==> src/arsc_regs.vh <==
// Register map, field positions and reset values of the converter control block
`ifndef ARSC_REGS_VH
`define ARSC_REGS_VH

// Word-aligned byte offsets on the register bus
`define ARSC_OFS_CTRL2 5'h00
`define ARSC_OFS_IRQ_STATUS 5'h04
`define ARSC_OFS_IRQ_MASK 5'h08
`define ARSC_ADDR_W 5

// Second control word fields
`define ARSC_REFS_READY_BIT 31
`define ARSC_REF_FAULT_BIT 30
`define ARSC_SCAN_DONE_BIT 29
`define ARSC_CAP_HI 28
`define ARSC_CAP_LO 26
`define ARSC_SHARED_SAMPLE_TIME_HI 25
`define ARSC_SHARED_SAMPLE_TIME_LO 16
`define ARSC_RDY_IEN_BIT 15
`define ARSC_FLT_IEN_BIT 14
`define ARSC_SCAN_IEN_BIT 13
`define ARSC_EXT_OVR_BIT 12
`define ARSC_EXT_SEL_HI 10
`define ARSC_EXT_SEL_LO 8
`define ARSC_DIV_HI 6
`define ARSC_DIV_LO 0

// Software-writable bits of the second control word, reset value
`define ARSC_CTRL2_WMASK 32'h1FFF_F77F
`define ARSC_CTRL2_RESET 32'h0000_0000

// Interrupt status and mask layout
`define ARSC_IRQ_READY_BIT 0
`define ARSC_IRQ_FAULT_BIT 1
`define ARSC_IRQ_SCAN_BIT 2
`define ARSC_IRQ_W 3
`define ARSC_IRQ_RESET 3'h0

`endif

==> src/arsc_scan_tracker.v <==
// Tracks the selected analog inputs of one scan and flags its end
module arsc_scan_tracker #(
   parameter NCH = 64
)(
   // Clock and reset
   input wire clock_i,
   input wire reset_n_i,
   // Scan control
   input wire [NCH-1:0] scan_select_i,
   input wire scan_trigger_i,
   input wire [NCH-1:0] conv_done_i,
   // Result
   output reg scan_end_o
);

   reg [NCH-1:0] pending_q;
   reg [NCH-1:0] pending_d;
   reg active_q;

   // Strike off each converted input; a new trigger restarts the set
   always @*
   begin
      if (scan_trigger_i)
         pending_d = scan_select_i;
      else
         pending_d = pending_q & ~conv_done_i;
   end

   // Scan end pulses once, when the last selected input completes
   always @(posedge clock_i or negedge reset_n_i)
   begin
      if (!reset_n_i)
      begin
         pending_q <= {NCH{1'b0}};
         active_q <= 1'b0;
         scan_end_o <= 1'b0;
      end
      else
      begin
         pending_q <= pending_d;
         scan_end_o <= 1'b0;
         if (scan_trigger_i)
            active_q <= 1'b1;
         else if (active_q && (pending_d == {NCH{1'b0}}))
         begin
            active_q <= 1'b0;
            scan_end_o <= 1'b1;
         end
      end
   end

endmodule

==> src/arsc_sample_timer.v <==
// Shared conversion clock divider and sample-time counter
module arsc_sample_timer #(
   parameter DIV_W = 7,
   parameter SHARED_SAMPLE_TIME_W = 10
)(
   // Clock and reset
   input wire clock_i,
   input wire reset_n_i,
   // Settings
   input wire [DIV_W-1:0] divider_i,
   input wire [SHARED_SAMPLE_TIME_W-1:0] sample_time_i,
   // Sampling control
   input wire sample_start_i,
   output reg sampling_o,
   output reg sample_done_o
);

   reg [DIV_W:0] div_cnt_q;
   reg [SHARED_SAMPLE_TIME_W:0] tick_cnt_q;
   wire [DIV_W:0] div_reload;
   wire [SHARED_SAMPLE_TIME_W:0] tick_target;
   wire tick;

   // Period is twice the divider in clocks; zero behaves as one
   assign div_reload = (divider_i == {DIV_W{1'b0}}) ? {{DIV_W{1'b0}}, 1'b1} :
                       ({divider_i, 1'b0} - {{DIV_W{1'b0}}, 1'b1});
   assign tick = (div_cnt_q == {(DIV_W+1){1'b0}});
   // Sample time is the field plus two conversion clock periods
   assign tick_target = {1'b0, sample_time_i} + {{(SHARED_SAMPLE_TIME_W-1){1'b0}}, 2'b10};

   // Divider restarts with each sample so the first period is whole
   always @(posedge clock_i or negedge reset_n_i)
   begin
      if (!reset_n_i)
      begin
         div_cnt_q <= {(DIV_W+1){1'b0}};
         tick_cnt_q <= {(SHARED_SAMPLE_TIME_W+1){1'b0}};
         sampling_o <= 1'b0;
         sample_done_o <= 1'b0;
      end
      else
      begin
         sample_done_o <= 1'b0;
         if (sample_start_i && !sampling_o)
         begin
            sampling_o <= 1'b1;
            div_cnt_q <= div_reload;
            tick_cnt_q <= {(SHARED_SAMPLE_TIME_W+1){1'b0}};
         end
         else if (sampling_o)
         begin
            if (tick)
            begin
               div_cnt_q <= div_reload;
               if (tick_cnt_q + {{SHARED_SAMPLE_TIME_W{1'b0}}, 1'b1} == tick_target)
               begin
                  sampling_o <= 1'b0;
                  sample_done_o <= 1'b1;
               end
               tick_cnt_q <= tick_cnt_q + {{SHARED_SAMPLE_TIME_W{1'b0}}, 1'b1};
            end
            else
               div_cnt_q <= div_cnt_q - {{DIV_W{1'b0}}, 1'b1};
         end
      end
   end

endmodule

==> src/arsc_ctrl.v <==
// Converter reference status, scan end and sample timing control with register slave
//
// Functional notes
// - Refs-ready high only while band-gap and reference both ready.
// - Refs-ready forced low whenever the module enable is low.
// - Reference fault flag sets on a reference fault while enabled.
// - Fault flag clears only when disabled and references ready together.
// - Scan-done sets once all selected inputs finish after a trigger.
// - Reading the top byte of the control word clears scan-done.
// - Three-bit divider capacitance code n selects n times 2.5 pF.
// - Sample time equals the ten-bit field plus two conversion clocks.
// - Conversion clock period derives from the seven-bit divider field.
// - Ready interrupt enable gates the interrupt raised when ready sets.

`include "arsc_regs.vh"
module arsc_ctrl #(
   parameter NCH = 64
)(
   // Clock and reset
   input wire clock_i,
   input wire reset_n_i,
   // Avalon-MM slave
   input wire [`ARSC_ADDR_W-1:0] avs_address_i,
   input wire avs_read_i,
   input wire avs_write_i,
   input wire [31:0] avs_writedata_i,
   input wire [3:0] avs_byteenable_i,
   output wire avs_waitrequest_o,
   output reg [31:0] avs_readdata_o,
   // Module enable from the first control word
   input wire module_enable_i,
   // Analog status pins
   input wire bandgap_ready_i,
   input wire vref_ready_i,
   input wire ref_fault_i,
   // Scan control, same clock
   input wire [NCH-1:0] scan_select_i,
   input wire scan_trigger_i,
   input wire [NCH-1:0] conv_done_i,
   // Sampling control, same clock
   input wire sample_start_i,
   output wire sampling_o,
   output wire sample_done_o,
   // Settings and status out
   output wire [2:0] divider_cap_select_o,
   output wire refs_ready_o,
   output wire irq_o
);

   // Three-stage synchronisers for the analog status pins
   reg [2:0] sync1_q;
   reg [2:0] sync2_q;
   reg [2:0] sync3_q;
   reg [2:0] pin_q;

   // Hardware status flags
   reg refs_ready_q;
   reg reference_fault_q;
   reg scan_done_q;

   // Software registers and bus state
   reg [31:0] ctrl2_q;
   reg [`ARSC_IRQ_W-1:0] irq_status_q;
   reg [`ARSC_IRQ_W-1:0] irq_mask_q;
   reg ack_q;
   reg [31:0] rdata_d;
   reg [31:0] wmask;
   wire req;
   wire take;

   // Filtered pin levels and flag terms
   wire bg_ok;
   wire vr_ok;
   wire fault_pin;
   wire refs_ready_d;
   wire fault_set;
   wire fault_clr;
   wire scan_end;
   wire scan_clr;
   wire ready_rise;

   // Interrupt terms
   wire ready_event;
   wire fault_event;
   wire scan_event;
   wire [`ARSC_IRQ_W-1:0] irq_set;
   wire [`ARSC_IRQ_W-1:0] irq_en;

   // Register decode
   wire sel_ctrl2;
   wire sel_status;
   wire sel_mask;
   wire wr_ctrl2;
   wire wr_status;
   wire wr_mask;

   // Pins are asynchronous to the clock; a level counts once it has settled
   // Stage one is read only by stage two
   always @(posedge clock_i or negedge reset_n_i)
   begin
      if (!reset_n_i)
      begin
         sync1_q <= 3'h0;
         sync2_q <= 3'h0;
         sync3_q <= 3'h0;
         pin_q <= 3'h0;
      end
      else
      begin
         sync1_q <= {ref_fault_i, vref_ready_i, bandgap_ready_i};
         sync2_q <= sync1_q;
         sync3_q <= sync2_q;
         // A level change counts only when stages two and three agree
         pin_q <= (sync2_q & sync3_q) | (pin_q & (sync2_q | sync3_q));
      end
   end

   assign bg_ok = pin_q[0];
   assign vr_ok = pin_q[1];
   assign fault_pin = pin_q[2];

   // Fixed single wait keeps the read mux off the bus timing path
   // Bus handshake: one wait cycle, then the request is taken
   assign req = avs_read_i | avs_write_i;
   assign avs_waitrequest_o = req & ~ack_q;
   assign take = req & ack_q;

   // Address decode
   assign sel_ctrl2 = (avs_address_i == `ARSC_OFS_CTRL2);
   assign sel_status = (avs_address_i == `ARSC_OFS_IRQ_STATUS);
   assign sel_mask = (avs_address_i == `ARSC_OFS_IRQ_MASK);
   // Writes land only at the taking edge; status and mask use lane 0
   assign wr_ctrl2 = take & avs_write_i & sel_ctrl2;
   assign wr_status = take & avs_write_i & sel_status & avs_byteenable_i[0];
   assign wr_mask = take & avs_write_i & sel_mask & avs_byteenable_i[0];

   assign refs_ready_d = module_enable_i & bg_ok & vr_ok;

   // A supply dip may show only as a lost reference, not on the fault pin
   // fault pin or lost reference while enabled
   assign fault_set = module_enable_i &
                      (fault_pin | (refs_ready_q & ~(bg_ok & vr_ok)));
   // disabled and references ready; forced flag would never allow it
   assign fault_clr = ~module_enable_i & bg_ok & vr_ok;

   assign scan_clr = take & avs_read_i & sel_ctrl2 & avs_byteenable_i[3];

   assign ready_rise = refs_ready_d & ~refs_ready_q;

   // Interrupt events, one sticky bit each, on the rise of each flag
   assign ready_event = ready_rise;
   assign fault_event = fault_set & ~reference_fault_q;
   assign scan_event = scan_end & ~scan_done_q;
   assign irq_set = {scan_event, fault_event, ready_event};

   // ready interrupt enable gates its request
   // fault and scan enables gate theirs
   assign irq_en = {ctrl2_q[`ARSC_SCAN_IEN_BIT], ctrl2_q[`ARSC_FLT_IEN_BIT],
                    ctrl2_q[`ARSC_RDY_IEN_BIT]};
   // Level output; drops once software clears the status bit
   assign irq_o = |(irq_status_q & irq_mask_q & irq_en);

   // Status flags held by hardware; a set in the clear cycle wins
   always @(posedge clock_i or negedge reset_n_i)
   begin
      if (!reset_n_i)
      begin
         refs_ready_q <= 1'b0;
         reference_fault_q <= 1'b0;
         scan_done_q <= 1'b0;
      end
      else
      begin
         refs_ready_q <= refs_ready_d;
         if (fault_set)
            reference_fault_q <= 1'b1;
         else if (fault_clr)
            reference_fault_q <= 1'b0;
         if (scan_end)
            scan_done_q <= 1'b1;
         else if (scan_clr)
            scan_done_q <= 1'b0;
      end
   end

   // Byte-lane write mask limited to writable fields
   always @*
   begin
      wmask = {{8{avs_byteenable_i[3]}}, {8{avs_byteenable_i[2]}},
               {8{avs_byteenable_i[1]}}, {8{avs_byteenable_i[0]}}};
      // unimplemented and status bits ignore writes
      wmask = wmask & `ARSC_CTRL2_WMASK;
   end

   // Software registers; writes land at the edge with waitrequest low
   always @(posedge clock_i or negedge reset_n_i)
   begin
      if (!reset_n_i)
      begin
         ctrl2_q <= `ARSC_CTRL2_RESET;
         irq_status_q <= `ARSC_IRQ_RESET;
         irq_mask_q <= `ARSC_IRQ_RESET;
      end
      else
      begin
         if (wr_ctrl2)
            ctrl2_q <= (ctrl2_q & ~wmask) | (avs_writedata_i & wmask);
         if (wr_mask)
            irq_mask_q <= avs_writedata_i[`ARSC_IRQ_W-1:0];
         // Write one to clear, but a new event in the same cycle survives
         if (wr_status)
            irq_status_q <= (irq_status_q & ~avs_writedata_i[`ARSC_IRQ_W-1:0]) | irq_set;
         else
            irq_status_q <= irq_status_q | irq_set;
      end
   end

   // Read mux; unmapped addresses read zero
   always @*
   begin
      rdata_d = 32'h0000_0000;
      if (sel_ctrl2)
      begin
         // bits 11 and 7 keep the zero default
         rdata_d[`ARSC_CAP_HI:`ARSC_CAP_LO] = ctrl2_q[`ARSC_CAP_HI:`ARSC_CAP_LO];
         rdata_d[`ARSC_SHARED_SAMPLE_TIME_HI:`ARSC_SHARED_SAMPLE_TIME_LO] = ctrl2_q[`ARSC_SHARED_SAMPLE_TIME_HI:`ARSC_SHARED_SAMPLE_TIME_LO];
         rdata_d[`ARSC_RDY_IEN_BIT] = ctrl2_q[`ARSC_RDY_IEN_BIT];
         rdata_d[`ARSC_FLT_IEN_BIT] = ctrl2_q[`ARSC_FLT_IEN_BIT];
         rdata_d[`ARSC_SCAN_IEN_BIT] = ctrl2_q[`ARSC_SCAN_IEN_BIT];
         rdata_d[`ARSC_EXT_OVR_BIT] = ctrl2_q[`ARSC_EXT_OVR_BIT];
         rdata_d[`ARSC_EXT_SEL_HI:`ARSC_EXT_SEL_LO] = ctrl2_q[`ARSC_EXT_SEL_HI:`ARSC_EXT_SEL_LO];
         rdata_d[`ARSC_DIV_HI:`ARSC_DIV_LO] = ctrl2_q[`ARSC_DIV_HI:`ARSC_DIV_LO];
         // Hardware flags come from their own registers
         rdata_d[`ARSC_REFS_READY_BIT] = refs_ready_q;
         rdata_d[`ARSC_REF_FAULT_BIT] = reference_fault_q;
         rdata_d[`ARSC_SCAN_DONE_BIT] = scan_done_q;
      end
      else if (sel_status)
         rdata_d[`ARSC_IRQ_W-1:0] = irq_status_q;
      else if (sel_mask)
         rdata_d[`ARSC_IRQ_W-1:0] = irq_mask_q;
   end

   // Loading only in the wait cycle keeps read data still while taken
   // Read data captured in the wait cycle, stands at the taking edge
   always @(posedge clock_i or negedge reset_n_i)
   begin
      if (!reset_n_i)
      begin
         ack_q <= 1'b0;
         avs_readdata_o <= 32'h0000_0000;
      end
      else
      begin
         ack_q <= req & ~ack_q;
         if (avs_read_i && !ack_q)
            avs_readdata_o <= rdata_d;
      end
   end

   // Conversions finished before the trigger do not count toward a scan
   // end-of-scan detection over selected inputs
   arsc_scan_tracker #(
      .NCH(NCH)
   ) u_scan (
      .clock_i(clock_i),
      .reset_n_i(reset_n_i),
      .scan_select_i(scan_select_i),
      .scan_trigger_i(scan_trigger_i),
      .conv_done_i(conv_done_i),
      .scan_end_o(scan_end)
   );

   // sample time from field plus two
   // conversion clock from divider field
   // Field widths fixed by the register layout
   arsc_sample_timer #(
      .DIV_W(7),
      .SHARED_SAMPLE_TIME_W(10)
   ) u_sample (
      .clock_i(clock_i),
      .reset_n_i(reset_n_i),
      .divider_i(ctrl2_q[`ARSC_DIV_HI:`ARSC_DIV_LO]),
      .sample_time_i(ctrl2_q[`ARSC_SHARED_SAMPLE_TIME_HI:`ARSC_SHARED_SAMPLE_TIME_LO]),
      .sample_start_i(sample_start_i),
      .sampling_o(sampling_o),
      .sample_done_o(sample_done_o)
   );

   // capacitance code passed to the divider array, 2.5 pF steps
   assign divider_cap_select_o = ctrl2_q[`ARSC_CAP_HI:`ARSC_CAP_LO];
   // Refs-ready leaves as the registered flag, free of glitches
   assign refs_ready_o = refs_ready_q;

endmodule

==> config.mk <==
export PLATFORM = sky130hd
export DESIGN_NAME = arsc_ctrl
export DESIGN_NICKNAME = d
export VERILOG_FILES = /design/src/arsc_scan_tracker.v /design/src/arsc_sample_timer.v /design/src/arsc_ctrl.v
export VERILOG_INCLUDE_DIRS = /design/src
export SDC_FILE = /design/constraint.sdc
export NUM_CORES = 1
export LEC_CHECK = 0
export BUFFER_PORTS_ARGS = -buffer_cell sky130_fd_sc_hd__buf_2
export CORE_ASPECT_RATIO = 0.8
export CORE_UTILIZATION = 35
export DETAILED_ROUTE_END_ITERATION = 8
export PLACE_DENSITY = 0.65
export SYNTH_ARGS = -nofsm -noshare
export SYNTH_HDL_FRONTEND = slang
export SYNTH_HIERARCHICAL = 1
export SYNTH_SLANG_ARGS = --single-unit
==> constraint.sdc <==
create_clock -name clock_i -period 2.1 [get_ports clock_i]
set_input_delay 0.21 -clock clock_i [delete_from_list [all_inputs] [get_ports clock_i]]
set_output_delay 0.21 -clock clock_i [all_outputs]
set_load 0.02 [all_outputs]
Word level (Yosys, flattened, before mapping)
Cells that the tools add are included.
{ "word_totals": {"memories": 0, "ramBits": 0, "out_inout_bits": 40, "mem_bits_ro": 0, "latchBits": 0, "elab_cells": 118, "register_bits": 171, "inputBits": 179} }
{ "op_classes": {"n_shift": 0, "bitwise": 45, "div": 0, "n_reduce_logical": 16, "n_addsub": 4, "n_lt_le_gt_ge": 0, "n_mux": 31, "mul": 0, "n_eq_ne": 3} }
{ "op_table": {"columns": ["cell", "n"], "rows": [
  ["64-bit AND", 1],
  ["64-bit logical NOT", 1],
  ["64-bit two-way mux", 1],
  ["64-bit NOT", 1],
  ["11-bit two-way mux", 3],
  ["32-bit by 29-bit AND with 32-bit output", 1],
  ["32-bit AND", 1],
  ["8-bit two-way mux", 4],
  ["29-bit NOT with 32-bit output", 1],
  ["32-bit OR", 1],
  ["1-bit AND", 21],
  ["20-bit two-way mux", 1],
  ["1-bit two-way mux", 16],
  ["8-bit by 1-bit subtractor with 8-bit output, second input constant", 2],
  ["3-bit AND", 5],
  ["3-bit two-way mux", 5],
  ["3-bit OR", 4],
  ["10-bit by 2-bit adder with 11-bit output, second input constant", 1],
  ["11-bit by 1-bit adder with 11-bit output, second input constant", 1],
  ["11-bit equality test", 1],
  ["2-bit nonzero test", 5],
  ["8-bit logical NOT", 1],
  ["7-bit logical NOT", 1],
  ["1-bit NOT", 6],
  ["10 further kinds", 14]
]} }

Depth between registers and ports, before layout
{ "logic_depth": {"word_depth": 8, "mapped_depth": 9, "mapped_depth_nobuf": 7} }

Cells and area by module
The synthesis kept the hierarchy.
{ "by_module_without_submodules": {"columns": ["mod", "area_per_inst_um2", "cells_per_inst", "seq_area_each_um2", "n_inst"], "rows": [
  ["arsc_ctrl", 3255.6, 261, 1976.9, 1],
  ["arsc_scan_tracker", 2884.0, 296, 1651.6, 1],
  ["arsc_sample_timer", 1579.0, 188, 525.5, 1]
]} }

Least setup slack after synthesis
OpenSTA, ideal clock, no wires.
{ "synth_path": {"path_type": "register to register", "start": "register u_sample.div_cnt_q[2]", "end": "register u_sample.div_cnt_q[7]", "setup_slack_ns": 0.298, "n_path_buf": 0, "arrival_time_ns": 1.664, "t_required_ns": 1.963, "stages_incl_launch_ff": 6, "synth_period_minus_slack_ns": 1.802, "setup_ns": 0.137, "path_cell_list": "dfrtp_1 > or3_1 > or3_4 > or3_4 > a21oi_1 > o22ai_1"} }
{ "synth_via": {"elab_chain_cells": 4, "elab_cells_between_ends": 5, "cone_classes": "add/sub (1); mux (3); reduce/logical (1)"} }
{ "synth_lines": {"columns": ["element", "line", "rtl"], "rows": [
  ["from (decl)", "arsc_sample_timer.v:18", "reg [DIV_W:0] div_cnt_q;"],
  ["from (signal assigned)", "arsc_sample_timer.v:36", "div_cnt_q <= {(DIV_W+1){1'b0}};"],
  ["from (signal assigned)", "arsc_sample_timer.v:47", "div_cnt_q <= div_reload;"],
  ["from (signal assigned)", "arsc_sample_timer.v:54", "div_cnt_q <= div_reload;"],
  ["8-bit by 1-bit subtractor with 8-bit output or 8-bit logical NOT (tied branches)", "arsc_sample_timer.v:63, arsc_sample_timer.v:27", null],
  ["8-bit two-way mux (*)", "arsc_sample_timer.v:52", "if (tick)"],
  ["8-bit two-way mux (*)", "arsc_sample_timer.v:50", "else if (sampling_o)"],
  ["8-bit two-way mux (*)", "arsc_sample_timer.v:44", "if (sample_start_i && !sampling_o)"]
]} }
Mark *: on every way between the ends. The rest lies on a longest branch, timed or not. The select of a mux whose other input is x is not followed.
A chain may end at the register's enable or synchronous reset.

Final worst setup path
{ "layout_path": {"start": "register u_sample.div_cnt_q[0]", "end": "register u_sample.div_cnt_q[5]"} }
Same word-level chain as after synthesis.

==> flow_summary.toml <==
[status]
status = "finished, final reports clean"

[yosys]
syn-cell-area_mm2 = 0.007719
synthMuxAreaShare_pct = 4.766
ys_ff_latch = 166
synthCells = 745
synth_cell_types = 60
async_flop_share_pct = 100.0
synth_edf_count = 0
synth_compound_area_share_pct = 11.62
synthSimpleGateAreaFrac_pct = 21.19
syn_area_per_cell_um2 = 10.36
ys.flop_type = "dfrtp_1"
synth_top_family_by_area = "simple AND/OR/NAND/NOR gates"
yosys.area_share.xor_xnor_pct = 3.404
synth_warnings = 6
synthAdderAreaFrac_pct = 1.200
ys_seq_area_share_pct = 53.82

[finish]
multiInputGateArea_mm2 = 0.003266
final_common_cell = "buf_2"
area_delta_synth_final_pct = 32.08
layout_common_cells = "buf_2, dfrtp_1, nand2_1"
diodes = 0
fillers = 1999
regArea_mm2 = 0.004154
drive_above_1_share_pct = 32.23
nNetsFinal = 1195

[power_and_ir_drop]
p_int_mw = 6.100
peakVddDrop_v = 0.0004932
seq_power_share_pct = 44.1
p_switching_mw = 2.647
cellPowerDensity_mw_per_mm2 = 858.0
p_clk_share_pct = 36.2
combPwrFrac_pct = 19.7
p_sw_share_pct = 30.26
p_total_mw = 8.747
cellLeakagePower_nw = 4.779

[place]
port_buffers = 211
post-dp-hpwl_um = 14260
gp_congestion = 0.8340

[worst_setup_path]
critPathLaunchType = "register"
crit_fanout = 17
crit_type = "reg2reg"
worstPathRequired_ns = 2.38
arrival_ns = 2.20
crit_path_end_kind = "register"

[clock_tree]
clock_latency_ns = 0.43
tritoncts = "done"
cts_inserted_buffers = 17
cts-root-buf = "clkbuf_16"
cts.sinks = 166
clockBufferDepth = 2
clkSlewWorstSetupHoldPaths_ns = 0.07
h-tree-depth = 4

[run]
maxCapViolCount = 0

[floorplanning]
ioPinCount = 219
coreArea_mm2 = 0.02162
die_x_um = 168.0
fp-row-count = 48
start_util_pct = 35.70
die_h_um = 134.8
die-area_mm2 = 0.02265

[route]
wire_per_inst_um = 15.04
drt-pass1-iter-count = 8
drtIter0Drc = 286
ant_nets = 0
num_vias = 6329
wl_um = 19540
vias_per_cell = 4.872
drc = 0

[sta]
drv_slew = 0
worst_pin_slew_ns = 0.5567
setup_viol = 0
finClkSkew_ns = 0.009066
rsz0062_at_grt = "false"
final-hold-violation-count = 0
period_share_pct = 91.31
min_period_ns = 1.917
timing.setup.tns_ns = 0
slew_headroom_pct = 62.60
fmax_mhz = 521.5

[grt]
grt_max_degree = 73
grt_use_total_pct = 17.66
grt.met1_usage_pct = 23.33
grt_pass1_vias = 6300
grt_busiest_layer = "met2"
met3_usage_pct = 4.601
overflow = 0
grt_antenna_before_repair = 2
use_met2_pct = 28.22
grt_pass1_wl_um = 31300

[worst_hold_path]
hold_path.class = "in2reg"
-- layout make-up --
cell class                 count  share of cell area, %
sequential                   166                  40.75
clock inverter                14                  1.583
timing repair buffer         284                  17.59
inverter                      10                 0.3682
tap                          275                  3.375
clock buffer                  18                  4.308
multi-input combinational    532                  32.03
-- Yosys cell counts (all sizes together), types with 6 or more instances --
master	number	share of area, %
nor3	8	0.58
buf	23	2.7
dfrtp	166	54
a21oi	6	0.39
o21ai	109	8.0
nand2b	65	5.3
xor2	9	1.0
xnor2	21	2.4
nand4	12	1.1
clkbuf	15	0.75
nor2	24	1.2
mux2	30	4.4
o31ai	6	0.58
nand2	134	6.5
nand3	21	1.6
inv	10	0.49
nor4	20	2.2
-- path summary, 6_finish.rpt --
path	from	end	slack (ns)	cells past startpoint
worst max-delay path	u_sample/div_cnt_q[0]	u_sample/div_cnt_q[5]	0.18	8
worst min-delay path	avs_writedata_i[18]	register	0.02	2
worst max register to register	u_sample/div_cnt_q[0]	u_sample/div_cnt_q[5]	0.18	8
worst min register to register	sync1_q[2]	sync2_q[2]	0.35	0
max in group asynchronous	reset_n_i	u_scan/pending_q[58]	1.11	3
min in group asynchronous	reset_n_i	avs_readdata_o[17]	0.27	2
-- critical path: stages, from the launching register on --
cell	delay (ns)
dfrtp_1	0.44
inv_1	0.09
ha_1	0.24
nand4_2	0.10
buf_4	0.21
and2_1	0.40
nor2_1	0.12
nand2_1	0.07
o311ai_0	0.11
-- kinds of logic (layout without fill, tap and decap cells) --
family          count (synthesis)  count (layout)
simple gates                  313             313
flops                         166             166
compound gates                146             146
buf+inv                        48             326
mux                            33              33
xor+xnor                       30              30
fa+ha+maj                       8               8
other cells                     1               2
-- metal layers --
layer | vias to the layer above | share of wire [%] | routed length (µm)
met2 | 167 | 47 | 9089
li1 | 3100 | - | -
met1 | 3034 | 47 | 9111
met5 | - | 0.051 | 10
met3 | 26 | 4.7 | 915
met4 | 2 | 2.1 | 417
-- power by group through the flow --
stage	clock (mW)	sequential (mW)	combinational, mW
after floorplan	0	3.85	1.11
after global placement	0	3.90	1.62
after detailed placement	0	3.91	1.66
after CTS	3.24	3.85	1.73
after global routing	3.38	3.91	1.93
final	3.16	3.86	1.72
-- what timing repair did --
item,4_1_cts,5_1_grt
gates resized for setup,0,0
hold buffers,53,0
endpoints found under the hold margin,89,0
buffers inserted,0,0
setup endpoints to repair,0,0
-- stage by stage --
| step | std cells | hold WS, ns | utilization, % | worst slack, ns | instance area, µm² |
|---|---|---|---|---|---|
| floorplan | 746 | -0.08559 | - | 0.2983 | 7722 |
| global route | 1299 | 0.004408 | 47.15 | 0.02657 | 10190 |
| global placement | 1214 | 0.1578 | 41.92 | 0.1170 | 9064 |
| detailed placement | 1214 | 0.1556 | 41.92 | 0.05074 | 9064 |
| finish | 1299 | 0.01782 | 47.15 | 0.1826 | 10190 |
| CTS | 1299 | 0.00007239 | 47.15 | 0.1674 | 10190 |
(Power assumes the default switching activity.)
